## config.mk

```make
export PLATFORM = sky130hd
export DESIGN_NAME = aie_core
export DESIGN_NICKNAME = d
export VERILOG_FILES = /design/src/rtl/aie_pkg.sv /design/src/rtl/aie_core.sv /design/src/rtl/aie_addr_resolve.sv /design/src/rtl/aie_adder.sv
export SDC_FILE = /design/constraint.sdc
export NUM_CORES = 1
export LEC_CHECK = 0
export BUFFER_PORTS_ARGS = -buffer_cell sky130_fd_sc_hd__buf_2
export CAP_MARGIN = 20
export CORE_MARGIN = 2
export CORE_UTILIZATION = 30
export CTS_CLUSTER_DIAMETER = 150
export DETAILED_ROUTE_END_ITERATION = 12
export PLACE_DENSITY = 0.48
export SYNTH_ARGS = -nofsm -noshare
export SYNTH_HDL_FRONTEND = slang
export SYNTH_SLANG_ARGS = --single-unit
```

## constraint.sdc

```tcl
create_clock -name clk_i -period 4.3 [get_ports clk_i]
set_input_delay 0 -clock clk_i [delete_from_list [all_inputs] [get_ports clk_i]]
set_output_delay 0 -clock clk_i [all_outputs]
set_load 0.005 [all_outputs]
```

## src/rtl/aie_pkg.sv

```systemverilog
package aie_pkg;
  // ==========================================================
  // Register bus
  localparam int unsigned AXI_AW = 8;
  localparam logic [7:0] OFS_CTRL = 8'h00;
  localparam logic [7:0] OFS_INSTR = 8'h04;
  localparam logic [7:0] OFS_WREG = 8'h08;
  localparam logic [7:0] OFS_BANK_SELECT_REGISTER = 8'h0c;
  localparam logic [7:0] OFS_FSR2 = 8'h10;
  localparam logic [7:0] OFS_STATUS = 8'h14;
  localparam logic [7:0] OFS_EADDR = 8'h18;
  localparam logic [1:0] RESP_OKAY = 2'h0;
  localparam logic [1:0] RESP_SLVERR = 2'h2;

  // ==========================================================
  // Field layouts and reset values
  localparam int unsigned CTRL_EXT_BIT = 0;
  localparam int unsigned FLG_C = 0;
  localparam int unsigned FLG_DIGIT_CARRY = 1;
  localparam int unsigned FLG_Z = 2;
  localparam int unsigned FLG_OVERFLOW = 3;
  localparam int unsigned FLG_N = 4;
  localparam int unsigned STS_BUSY_BIT = 8;
  localparam int unsigned STS_UNSUP_BIT = 9;
  localparam int unsigned EADDR_IDX_BIT = 12;
  localparam int unsigned BYTES_PER_WORD = 4;
  localparam logic [7:0] RST_WREG = 8'h00;
  localparam logic [3:0] RST_BANK_SELECT_REGISTER = 4'h0;
  localparam logic [11:0] RST_FSR2 = 12'h000;
  localparam logic [15:0] RST_INSTR = 16'h0000;
  localparam logic [4:0] RST_FLAGS = 5'h00;

  // ==========================================================
  // Instruction encodings
  localparam logic [7:0] OPC_ADD_LIT = 8'h0f;
  localparam logic [5:0] OPC_ADD_FILE = 6'h09;
  localparam int unsigned INSTR_DEST_BIT = 9;
  localparam int unsigned INSTR_ACC_BIT = 8;

  // ==========================================================
  // Data memory addressing
  localparam logic [7:0] IDX_LIMIT = 8'h5f;
  localparam logic [7:0] ACC_SPLIT = 8'h60;
  localparam logic [3:0] ACC_LOW_BANK = 4'h0;
  localparam logic [3:0] ACC_HIGH_BANK = 4'hf;

  // ==========================================================
  // Instruction cycle phases
  typedef enum logic [4:0] {
    ST_IDLE = 5'h01,
    ST_Q1 = 5'h02,
    ST_Q2 = 5'h04,
    ST_Q3 = 5'h08,
    ST_Q4 = 5'h10
  } aie_state_t;
endpackage

```

## src/rtl/aie_core.sv

```systemverilog
// The implementer's own choices: the AXI4-Lite register port and the address map.
`timescale 1ns/1ps
`default_nettype none
// Notes on behaviour
// [RULE1] File add sums accumulator and file; destination bit clear writes the accumulator.
// [RULE2] File add with destination bit set writes the sum back to the file.
// [RULE3] Access bit clear resolves the file address in the access bank.
// [RULE4] Access bit set uses the bank select register to choose the bank.
// [RULE5] Extended set, access clear and address up to 95 use indexed offset.
// [RULE6] Any 8-bit file address and either destination or access bit is accepted.
// [RULE7] Both adds take one word and four phases, and update all five arithmetic flags.
module aie_core
  import aie_pkg::*;
(
  input wire logic clk_i,
  input wire logic reset_i,
  input wire logic [AXI_AW-1:0] s_axi_awaddr_i,
  input wire logic s_axi_awvalid_i,
  output logic s_axi_awready_o,
  input wire logic [31:0] s_axi_wdata_i,
  input wire logic [3:0] s_axi_wstrb_i,
  input wire logic s_axi_wvalid_i,
  output logic s_axi_wready_o,
  output logic [1:0] s_axi_bresp_o,
  output logic s_axi_bvalid_o,
  input wire logic s_axi_bready_i,
  input wire logic [AXI_AW-1:0] s_axi_araddr_i,
  input wire logic s_axi_arvalid_i,
  output logic s_axi_arready_o,
  output logic [31:0] s_axi_rdata_o,
  output logic [1:0] s_axi_rresp_o,
  output logic s_axi_rvalid_o,
  input wire logic s_axi_rready_i,
  output logic [11:0] dmem_addr_o,
  output logic dmem_rd_o,
  input wire logic [7:0] dmem_rdata_i,
  output logic dmem_we_o,
  output logic [7:0] dmem_wdata_o
);
  // ==========================================================
  // State
  logic awready_ff, nxt_awready;
  logic wready_ff, nxt_wready;
  logic aw_got_ff, nxt_aw_got;
  logic w_got_ff, nxt_w_got;
  logic [AXI_AW-1:0] awaddr_ff, nxt_awaddr;
  logic [31:0] wdata_ff, nxt_wdata;
  logic [3:0] wstrb_ff, nxt_wstrb;
  logic bvalid_ff, nxt_bvalid;
  logic [1:0] bresp_ff, nxt_bresp;
  logic arready_ff, nxt_arready;
  logic rvalid_ff, nxt_rvalid;
  logic [31:0] rdata_ff, nxt_rdata;
  logic [1:0] rresp_ff, nxt_rresp;

  aie_state_t state_ff, nxt_state;
  logic ext_en_ff, nxt_ext_en;
  logic [15:0] instr_ff, nxt_instr;
  logic [7:0] wreg_ff, nxt_wreg;
  logic [3:0] bank_select_register_ff, nxt_bank_select_register;
  logic [11:0] fsr2_ff, nxt_fsr2;
  logic [4:0] flags_ff, nxt_flags;
  logic unsup_ff, nxt_unsup;
  logic [7:0] sum_ff, nxt_sum;
  logic [4:0] pend_flags_ff, nxt_pend_flags;
  logic [11:0] eaddr_ff, nxt_eaddr;
  logic indexed_ff, nxt_indexed;
  logic [11:0] dmem_addr_ff, nxt_dmem_addr;
  logic dmem_rd_ff, nxt_dmem_rd;
  logic dmem_we_ff, nxt_dmem_we;
  logic [7:0] dmem_wdata_ff, nxt_dmem_wdata;

  logic wr_fire, wr_ok;
  logic [31:0] wr_old, wr_val;
  logic is_lit, is_file, dest_file;
  logic [7:0] operand;
  logic [7:0] alu_sum;
  logic [4:0] alu_flags;
  logic [11:0] res_addr;
  logic res_indexed;

  function automatic logic [31:0] merge(input logic [31:0] old, input logic [31:0] val,
                                        input logic [3:0] strb);
    logic [31:0] r;
    r = old;
    for (int i = 0; i < BYTES_PER_WORD; i++)
    begin
      if (strb[i])
      begin
        r[i*8 +: 8] = val[i*8 +: 8];
      end
    end
    return r;
  endfunction

  // ==========================================================
  // Decode of the held instruction word
  assign is_lit = (instr_ff[15:8] == OPC_ADD_LIT);
  assign is_file = (instr_ff[15:10] == OPC_ADD_FILE);
  assign dest_file = instr_ff[INSTR_DEST_BIT];
  assign operand = is_file ? dmem_rdata_i : instr_ff[7:0]; // see [RULE7]

  aie_addr_resolve u_resolve (
    .file_i(instr_ff[7:0]),
    .access_i(instr_ff[INSTR_ACC_BIT]),
    .ext_en_i(ext_en_ff),
    .bank_select_register_i(bank_select_register_ff),
    .fsr2_i(fsr2_ff),
    .addr_o(res_addr),
    .indexed_o(res_indexed)
  );

  aie_adder u_adder (
    .a_i(wreg_ff),
    .b_i(operand),
    .sum_o(alu_sum),
    .flags_o(alu_flags)
  );

  // ==========================================================
  // Write acceptance: registers change only while no instruction runs
  always_comb
  begin
    wr_fire = aw_got_ff && w_got_ff && !bvalid_ff;
    wr_old = 32'h0000_0000;
    wr_ok = 1'b0;
    unique case (awaddr_ff)
      OFS_CTRL:
      begin
        wr_old = {31'h0, ext_en_ff};
        wr_ok = 1'b1;
      end
      OFS_INSTR:
      begin
        wr_old = {16'h0, instr_ff};
        wr_ok = 1'b1;
      end
      OFS_WREG:
      begin
        wr_old = {24'h0, wreg_ff};
        wr_ok = 1'b1;
      end
      OFS_BANK_SELECT_REGISTER:
      begin
        wr_old = {28'h0, bank_select_register_ff};
        wr_ok = 1'b1;
      end
      OFS_FSR2:
      begin
        wr_old = {20'h0, fsr2_ff};
        wr_ok = 1'b1;
      end
      default:
      begin
        wr_old = 32'h0000_0000;
        wr_ok = 1'b0;
      end
    endcase
    // Busy refusal keeps operands stable across the four phases
    wr_ok = wr_ok && (state_ff == ST_IDLE);
    wr_val = merge(wr_old, wdata_ff, wstrb_ff);
  end

  // ==========================================================
  // AXI4-Lite write channel
  always_comb
  begin
    nxt_aw_got = aw_got_ff;
    nxt_w_got = w_got_ff;
    nxt_awaddr = awaddr_ff;
    nxt_wdata = wdata_ff;
    nxt_wstrb = wstrb_ff;
    nxt_bvalid = bvalid_ff;
    nxt_bresp = bresp_ff;
    if (s_axi_awvalid_i && awready_ff)
    begin
      nxt_aw_got = 1'b1;
      nxt_awaddr = s_axi_awaddr_i;
    end
    if (s_axi_wvalid_i && wready_ff)
    begin
      nxt_w_got = 1'b1;
      nxt_wdata = s_axi_wdata_i;
      nxt_wstrb = s_axi_wstrb_i;
    end
    if (wr_fire)
    begin
      nxt_aw_got = 1'b0;
      nxt_w_got = 1'b0;
      nxt_bvalid = 1'b1;
      nxt_bresp = wr_ok ? RESP_OKAY : RESP_SLVERR;
    end
    else if (bvalid_ff && s_axi_bready_i)
    begin
      nxt_bvalid = 1'b0;
    end
    nxt_awready = !nxt_aw_got && !nxt_bvalid;
    nxt_wready = !nxt_w_got && !nxt_bvalid;
  end

  // ==========================================================
  // AXI4-Lite read channel
  always_comb
  begin
    nxt_rvalid = rvalid_ff;
    nxt_rdata = rdata_ff;
    nxt_rresp = rresp_ff;
    if (s_axi_arvalid_i && arready_ff)
    begin
      nxt_rvalid = 1'b1;
      nxt_rresp = RESP_OKAY;
      nxt_rdata = 32'h0000_0000;
      unique case (s_axi_araddr_i)
        OFS_CTRL: nxt_rdata[CTRL_EXT_BIT] = ext_en_ff;
        OFS_INSTR: nxt_rdata[15:0] = instr_ff;
        OFS_WREG: nxt_rdata[7:0] = wreg_ff;
        OFS_BANK_SELECT_REGISTER: nxt_rdata[3:0] = bank_select_register_ff;
        OFS_FSR2: nxt_rdata[11:0] = fsr2_ff;
        OFS_STATUS:
        begin
          nxt_rdata[4:0] = flags_ff;
          nxt_rdata[STS_BUSY_BIT] = (state_ff != ST_IDLE);
          nxt_rdata[STS_UNSUP_BIT] = unsup_ff;
        end
        OFS_EADDR:
        begin
          nxt_rdata[11:0] = eaddr_ff;
          nxt_rdata[EADDR_IDX_BIT] = indexed_ff;
        end
        default: nxt_rresp = RESP_SLVERR;
      endcase
    end
    else if (rvalid_ff && s_axi_rready_i)
    begin
      nxt_rvalid = 1'b0;
    end
    nxt_arready = !nxt_rvalid;
  end

  // ==========================================================
  // Instruction cycle: decode, operand read, process, write
  always_comb
  begin
    nxt_state = state_ff;
    nxt_ext_en = ext_en_ff;
    nxt_instr = instr_ff;
    nxt_wreg = wreg_ff;
    nxt_bank_select_register = bank_select_register_ff;
    nxt_fsr2 = fsr2_ff;
    nxt_flags = flags_ff;
    nxt_unsup = unsup_ff;
    nxt_sum = sum_ff;
    nxt_pend_flags = pend_flags_ff;
    nxt_eaddr = eaddr_ff;
    nxt_indexed = indexed_ff;
    nxt_dmem_addr = dmem_addr_ff;
    nxt_dmem_rd = 1'b0;
    nxt_dmem_we = 1'b0;
    nxt_dmem_wdata = dmem_wdata_ff;
    unique case (state_ff)
      ST_IDLE:
      begin
        if (wr_fire && wr_ok)
        begin
          unique case (awaddr_ff)
            OFS_CTRL: nxt_ext_en = wr_val[CTRL_EXT_BIT];
            OFS_WREG: nxt_wreg = wr_val[7:0];
            OFS_BANK_SELECT_REGISTER: nxt_bank_select_register = wr_val[3:0];
            OFS_FSR2: nxt_fsr2 = wr_val[11:0];
            OFS_INSTR:
            begin
              nxt_instr = wr_val[15:0];
              nxt_state = ST_Q1;
            end
            default: nxt_state = ST_IDLE;
          endcase
        end
      end
      ST_Q1:
      begin
        // Full 8-bit file field and both operand bits are honoured
        nxt_unsup = !(is_lit || is_file); // see [RULE6]
        nxt_state = (is_lit || is_file) ? ST_Q2 : ST_IDLE;
        if (is_file)
        begin
          nxt_eaddr = res_addr; // see [RULE3] [RULE4] [RULE5]
          nxt_indexed = res_indexed;
          nxt_dmem_addr = res_addr;
          nxt_dmem_rd = 1'b1;
        end
      end
      ST_Q2:
      begin
        nxt_state = ST_Q3;
      end
      ST_Q3:
      begin
        nxt_sum = alu_sum; // see [RULE1] [RULE7]
        nxt_pend_flags = alu_flags;
        // Strobe set here so the memory write lands during Q4
        if (is_file && dest_file)
        begin
          nxt_dmem_we = 1'b1; // see [RULE2]
          nxt_dmem_wdata = alu_sum;
        end
        nxt_state = ST_Q4;
      end
      ST_Q4:
      begin
        if (!(is_file && dest_file))
        begin
          nxt_wreg = sum_ff; // see [RULE1] [RULE7]
        end
        nxt_flags = pend_flags_ff; // see [RULE7]
        nxt_state = ST_IDLE;
      end
    endcase
  end

  // ==========================================================
  // Registers
  always_ff @(posedge clk_i)
  begin
    if (reset_i)
    begin
      awready_ff <= 1'b0;
      wready_ff <= 1'b0;
      aw_got_ff <= 1'b0;
      w_got_ff <= 1'b0;
      awaddr_ff <= '0;
      wdata_ff <= 32'h0000_0000;
      wstrb_ff <= 4'h0;
      bvalid_ff <= 1'b0;
      bresp_ff <= RESP_OKAY;
      arready_ff <= 1'b0;
      rvalid_ff <= 1'b0;
      rdata_ff <= 32'h0000_0000;
      rresp_ff <= RESP_OKAY;
      state_ff <= ST_IDLE;
      ext_en_ff <= 1'b0;
      instr_ff <= RST_INSTR;
      wreg_ff <= RST_WREG;
      bank_select_register_ff <= RST_BANK_SELECT_REGISTER;
      fsr2_ff <= RST_FSR2;
      flags_ff <= RST_FLAGS;
      unsup_ff <= 1'b0;
      sum_ff <= RST_WREG;
      pend_flags_ff <= RST_FLAGS;
      eaddr_ff <= RST_FSR2;
      indexed_ff <= 1'b0;
      dmem_addr_ff <= RST_FSR2;
      dmem_rd_ff <= 1'b0;
      dmem_we_ff <= 1'b0;
      dmem_wdata_ff <= RST_WREG;
    end
    else
    begin
      awready_ff <= nxt_awready;
      wready_ff <= nxt_wready;
      aw_got_ff <= nxt_aw_got;
      w_got_ff <= nxt_w_got;
      awaddr_ff <= nxt_awaddr;
      wdata_ff <= nxt_wdata;
      wstrb_ff <= nxt_wstrb;
      bvalid_ff <= nxt_bvalid;
      bresp_ff <= nxt_bresp;
      arready_ff <= nxt_arready;
      rvalid_ff <= nxt_rvalid;
      rdata_ff <= nxt_rdata;
      rresp_ff <= nxt_rresp;
      state_ff <= nxt_state;
      ext_en_ff <= nxt_ext_en;
      instr_ff <= nxt_instr;
      wreg_ff <= nxt_wreg;
      bank_select_register_ff <= nxt_bank_select_register;
      fsr2_ff <= nxt_fsr2;
      flags_ff <= nxt_flags;
      unsup_ff <= nxt_unsup;
      sum_ff <= nxt_sum;
      pend_flags_ff <= nxt_pend_flags;
      eaddr_ff <= nxt_eaddr;
      indexed_ff <= nxt_indexed;
      dmem_addr_ff <= nxt_dmem_addr;
      dmem_rd_ff <= nxt_dmem_rd;
      dmem_we_ff <= nxt_dmem_we;
      dmem_wdata_ff <= nxt_dmem_wdata;
    end
  end

  assign s_axi_awready_o = awready_ff;
  assign s_axi_wready_o = wready_ff;
  assign s_axi_bvalid_o = bvalid_ff;
  assign s_axi_bresp_o = bresp_ff;
  assign s_axi_arready_o = arready_ff;
  assign s_axi_rvalid_o = rvalid_ff;
  assign s_axi_rdata_o = rdata_ff;
  assign s_axi_rresp_o = rresp_ff;
  assign dmem_addr_o = dmem_addr_ff;
  assign dmem_rd_o = dmem_rd_ff;
  assign dmem_we_o = dmem_we_ff;
  assign dmem_wdata_o = dmem_wdata_ff;
endmodule
`default_nettype wire

```

## src/rtl/aie_addr_resolve.sv

```systemverilog
`timescale 1ns/1ps
`default_nettype none
module aie_addr_resolve
  import aie_pkg::*;
(
  input wire logic [7:0] file_i,
  input wire logic access_i,
  input wire logic ext_en_i,
  input wire logic [3:0] bank_select_register_i,
  input wire logic [11:0] fsr2_i,
  output logic [11:0] addr_o,
  output logic indexed_o
);
  // ==========================================================
  // Effective address of the file operand
  always_comb
  begin
    indexed_o = 1'b0;
    if (access_i)
    begin
      addr_o = {bank_select_register_i, file_i}; // see [RULE4]
    end
    else if (ext_en_i && (file_i <= IDX_LIMIT))
    begin
      // Pointer wraps inside the 12-bit data space
      addr_o = fsr2_i + {4'h0, file_i}; // see [RULE5]
      indexed_o = 1'b1;
    end
    else if (file_i < ACC_SPLIT)
    begin
      addr_o = {ACC_LOW_BANK, file_i}; // see [RULE3]
    end
    else
    begin
      addr_o = {ACC_HIGH_BANK, file_i}; // see [RULE3]
    end
  end
endmodule
`default_nettype wire

```

## src/rtl/aie_adder.sv

```systemverilog
`timescale 1ns/1ps
`default_nettype none
module aie_adder
  import aie_pkg::*;
(
  input wire logic [7:0] a_i,
  input wire logic [7:0] b_i,
  output logic [7:0] sum_o,
  output logic [4:0] flags_o
);
  logic [8:0] full;
  logic [4:0] low;

  // ==========================================================
  // Sum and arithmetic flags
  always_comb
  begin
    full = {1'b0, a_i} + {1'b0, b_i};
    low = {1'b0, a_i[3:0]} + {1'b0, b_i[3:0]};
    sum_o = full[7:0];
    flags_o = RST_FLAGS;
    flags_o[FLG_C] = full[8]; // see [RULE7]
    flags_o[FLG_DIGIT_CARRY] = low[4];
    flags_o[FLG_Z] = (full[7:0] == 8'h00);
    // Signed overflow: like-signed operands giving an opposite sign
    flags_o[FLG_OVERFLOW] = (a_i[7] == b_i[7]) && (full[7] != a_i[7]);
    flags_o[FLG_N] = full[7];
  end
endmodule
`default_nettype wire

```

==> metrics.md, run 1 <==
| Metric | Value |
|---|---|
| PwrDens | 339 nW/um2 |
| Layout net count | 1107 |
| Asr flop ratio synth | 0% |
| Worst Path Required | 4.65 ns |
| Commonest non-fill, non-tap cell in the layout | nand2_1 |
| Avg Inst Size Synth | 7.77 um2 |
| Post-DRT Antenna Nets | 0 |
| Metal3 WL | 1.00 mm |
| Status | completed |
| Total grt overflow | 0 |
| Reg2reg end | pend_flags_ff[2] |
| Hold violation count in the final report | 0 |
| Routability cong. | 0.868 |
| CP Capture Type | flop |
| Max Transition Viols Final | 0 |
| YS warnings | 0 |
| Area of the core | 23600 um2 |
| Clk buf depth | 2 |
| Remaining DRCs | 0 |
| Die Height | 159 um |
| Hold Path Class | in -> reg |
| Met2 wire length | 10.3 mm |
| Most frequent cells in the layout | 192 x nand2_1, 138 x dfxtp_1, 113 x a21oi_1, 95 x nor2_1, 92 x buf_2 |
| Share of cells above drive strength 1 | 16.3% |
| Post-DP HPWL | 16.5 mm |
| CTS buffer count | 17 |
| Critical-path cell list | or4b_1 -> or2_2 -> nand2_1 -> nand2_1 -> ha_1 -> a211oi_1 -> a21oi_1 -> o41ai_1 -> xnor2_1 -> or4_1 -> a21oi_1 |
| RR Startpoint | instr_ff[12] |
| Top delay family on crit path | simple AND/OR/NAND/NOR gates |
| CTS HTree Levels | 4 |
| Fin crit period | 3.76 ns |
| CP Max Fanout | 10 |
| Layout fillers | 2499 |
| First-pass GRT wire length | 36.7 mm |
| Max layer used | met4 |
| Fin crit share | 87.4% |
| Post-DR vias/cell | 5.05 |
| Worst-path clk slew | 0.06 ns |
| # Post-CTS Setup Buffers | 0 |
| Starting DRT DRC Count | 425 |
| CTS sink cnt | 138 |
| Final-report setup violation count | 0 |
| Routed len/inst | 17.2 um |
| Die area | 25400 um2 |
| Tot GR Track Use | 18.4% |
| Post-Syn Area | 7240 um2 |
| Cells after Synth | 932 |
| Vias | 6825 |
| Post-synthesis register bit count | 138 |
| Maximum Capacitance Violations | 0 |
| CTS tree | done |
| I/O Buffers | 93 |
| Starting Density | 30.7% |
| Reg2reg setup slack | 0.54 ns |
| Largest stage delay on the critical path | 0.66 ns |
| Final WL | 23.2 mm |
| Number of core rows | 56 |
| Dominant synthesized flop cell | dfxtp_1 |
| Post-Layout Inst Area | 8730 um2 |
| M1 WL | 11.6 mm |
| Initial antenna violation count | 0 |
| Max_slew headroom | 35.9% |
| Post-CTS Resized | 0 |
| CTS Root Cell | clkbuf_16 |
| Area grow syn2layout | 20.6% |
| Hold path depth | 3 |
| Hold path endpoint | s_axi_rresp_o[1] |
| Leakage | 3.29 nW |
| I/O pins | 130 |
| Die Wd | 159 um |
| Distinct cells, synth | 70 |
| Crit path from | instr_ff[12] |
| Worst EP arrival | 4.11 ns |
| CP max stage cell | or4b_1 |
| First drt pass iteration count | 5 |
| Clock skew | 0.00948 ns |
| Setup TNS | 0 ns |
| Maximum vdd drop | 0.000174 V |
| Seq/Total Area, Yosys | 38.1% |
| Min-delay src | s_axi_araddr_i[2] |
| Worst path bufs/invs | 0 |
| Setup CP Type | reg -> reg |
| R2R cell count | 11 |
| Antenna Cells | 0 |
| Placement Cell Area | 7880 um2 |
| Startpoint types | flop |
| Clk_lat worst skew | 0.43 ns |
| Vias in the first global route | 6408 |
| Largest net degree at the start of global routing | 85 |
| Footprint of the multi-input gates | 4180 um2 |
| Number of flops mapped to enable cells by yosys | 0 |
| RSZ-0062 raised after global routing | false |
| Fmax | 0.266 GHz |
| Register Area | 2760 um2 |
| Worst slew pin tran | 0.960 ns |
## per-stage QoR
stage	setup slack, ns	utilization, %	power [W]	hold slack, ns	cells
2_1_floorplan	0.848	-	0.00147	0.136	949
3_3_place_gp	0.608	33.4	0.00152	0.244	1292
5_1_grt	0.325	37.0	0.00306	0.0495	1352
3_5_place_dp	0.566	33.4	0.00152	0.246	1292
6_report	0.540	37.0	0.00296	0.0216	1352
4_1_cts	0.542	37.0	0.00298	0.00991	1352
## synth_stat cells, drive strengths merged, types with 2 or more instances
cell type / instances / area share, %
nand3b: 15 / 1.6
ha: 18 / 3.1
mux2i: 17 / 2.3
a311oi: 6 / 0.73
nor3b: 2 / 0.28
buf: 25 / 2.3
and3b: 2 / 0.24
a31oi: 5 / 0.43
o31ai: 3 / 0.31
o32ai: 6 / 1.1
xor2: 3 / 0.36
nor3: 24 / 2.0
fa: 2 / 0.55
nand2b: 19 / 1.7
xnor2: 11 / 1.3
a21o: 3 / 0.31
and2: 3 / 0.26
inv: 5 / 0.26
a32oi: 3 / 0.36
or2: 3 / 0.26
a21oi: 113 / 7.8
mux2: 14 / 2.2
nor2b: 9 / 0.78
or3: 6 / 0.52
and3: 4 / 0.35
a22oi: 9 / 0.93
a211oi: 19 / 2.0
a22o: 3 / 0.36
nand2: 192 / 9.9
a221oi: 4 / 0.48
nand3: 28 / 1.9
or4: 4 / 0.52
nor4: 9 / 0.78
dfxtp: 138 / 38
o211ai: 2 / 0.21
nand4: 5 / 0.43
o21ai: 30 / 2.4
clkbuf: 51 / 2.6
nor2: 95 / 4.9
o22ai: 3 / 0.26
## worst max-delay path by stage
stage / to / slack, ns / cells past startpoint
final: pend_flags_ff[2] / 0.54 / 11
after global routing: pend_flags_ff[2] / 0.33 / 11
after CTS: pend_flags_ff[2] / 0.54 / 11
after detailed placement: pend_flags_ff[2] / 0.57 / 11
after global placement: pend_flags_ff[2] / 0.61 / 11
after floorplan: pend_flags_ff[2] / 0.85 / 12
## report_power, final
part	switching, W	leakage, nW	internal, W
clock	0.000589	0.274	0.000855
combinational	0.000114	1.90	0.0000757
sequential	0.0000222	1.12	0.00130
total	0.000725	3.29	0.00223
## state kept, by name, indices dropped and copies added (netlist names), 4 cells and up
signal and count:
sum_ff 8, state_ff 5, awaddr_ff 8, wdata_ff 16
dmem_wdata_o 8, fsr2_ff 12, instr_ff 16, s_axi_rdata_o 16
pend_flags_ff 4, dmem_addr_o 12, bank_select_register_ff 4, wreg_ff 8
flags_ff 5
## routing by layer
metal | vias up | global-route usage (%)
met5 | - | 0
met4 | 0 | 4.79
met3 | 30 | 3.52
met2 | 177 | 28.1
met1 | 3199 | 26.4
li1 | 3419 | -
## worst min-delay path, stage by stage
cell      delay [ns]
buf_2           0.20
nand3_1         0.12
a311oi_1        0.08
## cell families (layout without fill, tap and decap cells)
family          after synthesis  after routing  synth area share [%]
simple gates                424            424                  26.9
compound gates              222            222                  19.5
flops                       138            138                  38.1
buf+inv                      81            165                  5.18
mux                          32             32                  4.84
fa+ha+maj                    20             20                  3.66
xor+xnor                     14             14                  1.69
other cells                   1             18                0.0518
## repair_timing
action                     4_1_cts  5_1_grt
setup endpoints to repair        0        0
hold buffers                    28        0
hold endpoints to repair        31        0
## area by class of cell
class | instances | area share [%]
Clock buffer | 22 | 5.54
Multi-Input combinational cell | 730 | 47.8
Tap cell | 319 | 4.57
Inverter | 5 | 0.215
Clock inverter | 10 | 1.06
Sequential cell | 138 | 31.6
Timing Repair Buffer | 128 | 9.17
No activity file was read; power rests on OpenSTA's default activity.
==> inputs of run 2 (changes only) <==
- CORE_MARGIN: 2 -> 1.5
- CORE_UTILIZATION: 30 -> 35
- PLACE_DENSITY: 0.48 -> 0.54
==> metrics.md, run 2 (same netlist as run 1, synthesis figures left out) <==
| Metric | Value |
|---|---|
| Post-DP HPWL | 15.8 mm (-4.5%) |
| RSZ-0062 raised after global routing | false |
| CP Capture Type | flop |
| Reg2reg setup slack | 0.47 ns (-0.07 ns) |
| Starting DRT DRC Count | 479 (+13%) |
| Reg2reg end | pend_flags_ff[2] |
| Flop pwr share | 42.9% (-1.8 points) |
| Starting Density | 35.8% (+5.1 points) |
| Max Transition Viols Final | 0 (unchanged) |
| Hold WS | 0.0225 ns (+0.000838 ns) |
| Final worst setup slack | 0.468 ns (-0.0722 ns) |
| Tot GR Track Use | 21.0% (+2.6 points) |
| CTS HTree Levels | 4 (unchanged) |
| Initial antenna violation count | 0 (unchanged) |
| Min-delay src | s_axi_araddr_i[2] |
| I/O pins | 130 (unchanged) |
| Fmax | 0.261 GHz (-1.9%) |
| Largest net degree at the start of global routing | 79 (-7.1%) |
| Post-DRT Antenna Nets | 0 (unchanged) |
| Final Non-Filler Cells | 1301 (-3.8%) |
| RR Startpoint | instr_ff[12] |
| Antenna Cells | 0 (unchanged) |
| CTS tree | done |
| Maximum vdd drop | 0.000259 V (+49%) |
| Number of core rows | 52 (-7.1%) |
| I/O Buffers | 93 (unchanged) |
| Hold path depth | 3 (unchanged) |
| Clk buf depth | 2 (unchanged) |
| Clock Power Share | 51.1% (+2.2 points) |
| Area grow syn2layout | 20.2% |
| Post-DR vias/cell | 5.21 (+3.2%) |
| First-pass GRT wire length | 35.2 mm (-4.1%) |
| Area of the core | 20200 um2 (-14%) |
| Comb pwr share | 6.0% (-0.4 points) |
| Clk_lat worst skew | 0.43 ns (about the same) |
| Die Wd | 147 um (-7.9%) |
| Maximum Capacitance Violations | 0 (unchanged) |
| # Post-CTS Setup Buffers | 0 (unchanged) |
| Hold Path Class | in -> reg |
| Layout fillers | 2069 (-17%) |
| Post-CTS Resized | 0 (unchanged) |
| Post-layout util | 43.0% (+6.1 points) |
| Critical-path cell list | or4b_1 -> nor2_1 -> nand2_1 -> nand2_1 -> ha_1 -> a211oi_1 -> a21oi_1 -> o41ai_1 -> xnor2_1 -> or4_1 -> a21oi_1 |
| Total grt overflow | 0 (unchanged) |
| Fin crit period | 3.83 ns (+0.0722 ns) |
| Setup TNS | 0 ns (unchanged) |
| Vias | 6777 (-0.70%) |
| Largest stage delay on the critical path | 0.66 ns (about the same) |
| Top delay family on crit path | simple AND/OR/NAND/NOR gates |
| Final-report setup violation count | 0 (unchanged) |
| R2R cell count | 11 (unchanged) |
| Die Height | 147 um (-7.9%) |
| First drt pass iteration count | 5 (unchanged) |
| Worst Path Required | 4.66 ns (about the same) |
| Sw Share | 22.9% (-1.7 points) |
| Cts hold-fix bufs | 28 (unchanged) |
| CTS buffer count | 17 (unchanged) |
| Remaining DRCs | 0 (unchanged) |
| Final WL | 22.1 mm (-4.9%) |
| Leakage | 3.31 nW (+0.69%) |
| CP max stage cell | or4b_1 |
| Die area | 21600 um2 (-15%) |
| PwrDens | 354 nW/um2 (+4.5%) |
| Worst slew pin tran | 0.876 ns (-0.0835 ns) |
| Vias in the first global route | 6372 (-0.56%) |
| Worst-path clk slew | 0.06 ns (about the same) |
| Dpl cells | 1241 (-3.9%) |
| Clock skew | 0.00881 ns (-0.000663 ns) |
| CP Max Fanout | 10 (unchanged) |
| P_sw | 0.000704 W (-2.9%) |
| Share of cells above drive strength 1 | 16.0% (-0.26 points) |
| CTS Root Cell | clkbuf_16 |
| Routed len/inst | 17.0 um (-1.2%) |
| Internal power | 0.00238 W (+6.5%) |
| Worst EP arrival | 4.19 ns (+0.08 ns) |
| Setup CP Type | reg -> reg |
| Max_slew headroom | 41.4% (+5.4 points) |
| CTS sink cnt | 138 (unchanged) |
| Layout net count | 1105 (-0.18%) |
| Post-place setup slack | 0.427 ns (-0.139 ns) |
| Worst path bufs/invs | 0 (unchanged) |
| Routability cong. | 0.849 (-2.2%) |
| Fin crit share | 89.1% (+1.7 points) |
| Status | completed |
| Commonest non-fill, non-tap cell in the layout | nand2_1 |
| Startpoint types | flop |
| Most frequent cells in the layout | 192 x nand2_1, 138 x dfxtp_1, 113 x a21oi_1, 95 x nor2_1, 92 x buf_2 |
| Hold violation count in the final report | 0 (unchanged) |
| Hold path endpoint | s_axi_rresp_o[1] |
## run 2: cell types whose count changed in the layout (fill, tap and decap cells not counted), sizes merged
cell / delta
clkinv: +1
bufinv: +3
buf: -2
clkbuf: -1
clkinvlp: -3
## run 2: final cells by class
cell class	count	area, um2	share of cell area [%]
clock buffer	21	460	5.29
multi-input combinational	730	4180	47.9
inverter	5	18.8	0.215
timing repair buffer	126	786	9.02
clock inverter	11	169	1.94
tap	270	338	3.88
sequential	138	2760	31.7
## run 2: worst register-to-register path: stages, from the launching register on
cell and delay, ns:
dfxtp_1 0.33, or4b_1 0.66, nor2_1 0.58, nand2_1 0.11
nand2_1 0.10, ha_1 0.26, a211oi_1 0.21, a21oi_1 0.12
o41ai_1 0.50, xnor2_1 0.19, or4_1 0.54, a21oi_1 0.14
## run 2: per-layer routing
layer | share of wire [%] | global-route usage [%] | routed length (um) | vias up
met3 | 4.2 | 3.85 | 921 | 26
met2 | 46 | 32.9 | 10100 | 165
met4 | 1.6 | 7.12 | 346 | 0
met5 | 0 | 0 | 0 | -
li1 | - | - | - | 3424
met1 | 48 | 29.0 | 10700 | 3162
## run 2: metrics by stage
step / cell area [um2] / power, W
finish: 8710 / 0.00308
global route: 8710 / 0.00319
global placement: 7800 / 0.00152
CTS: 8710 / 0.00311
detailed placement: 7800 / 0.00152
floorplan: 7310 / 0.00147
## run 2: power by group through the flow
stage / combinational [W] / clock (W) / sequential (W)
after CTS: 0.000187 / 0.00160 / 0.00132
final: 0.000186 / 0.00157 / 0.00132
after floorplan: 0.000129 / 0 / 0.00134
after global placement: 0.000168 / 0 / 0.00135
after global routing: 0.000208 / 0.00166 / 0.00132
after detailed placement: 0.000168 / 0 / 0.00135
## run 2: worst max path at each step
stage	from	to	slack (ns)	depth (start not counted)
finish	instr_ff[12]	pend_flags_ff[2]	0.47	11
global route	instr_ff[12]	pend_flags_ff[2]	0.05	11
CTS	instr_ff[12]	pend_flags_ff[2]	0.41	11
detailed placement	instr_ff[12]	pend_flags_ff[2]	0.43	11
global placement	instr_ff[12]	pend_flags_ff[2]	0.55	11
floorplan	instr_ff[12]	pend_flags_ff[2]	0.85	12
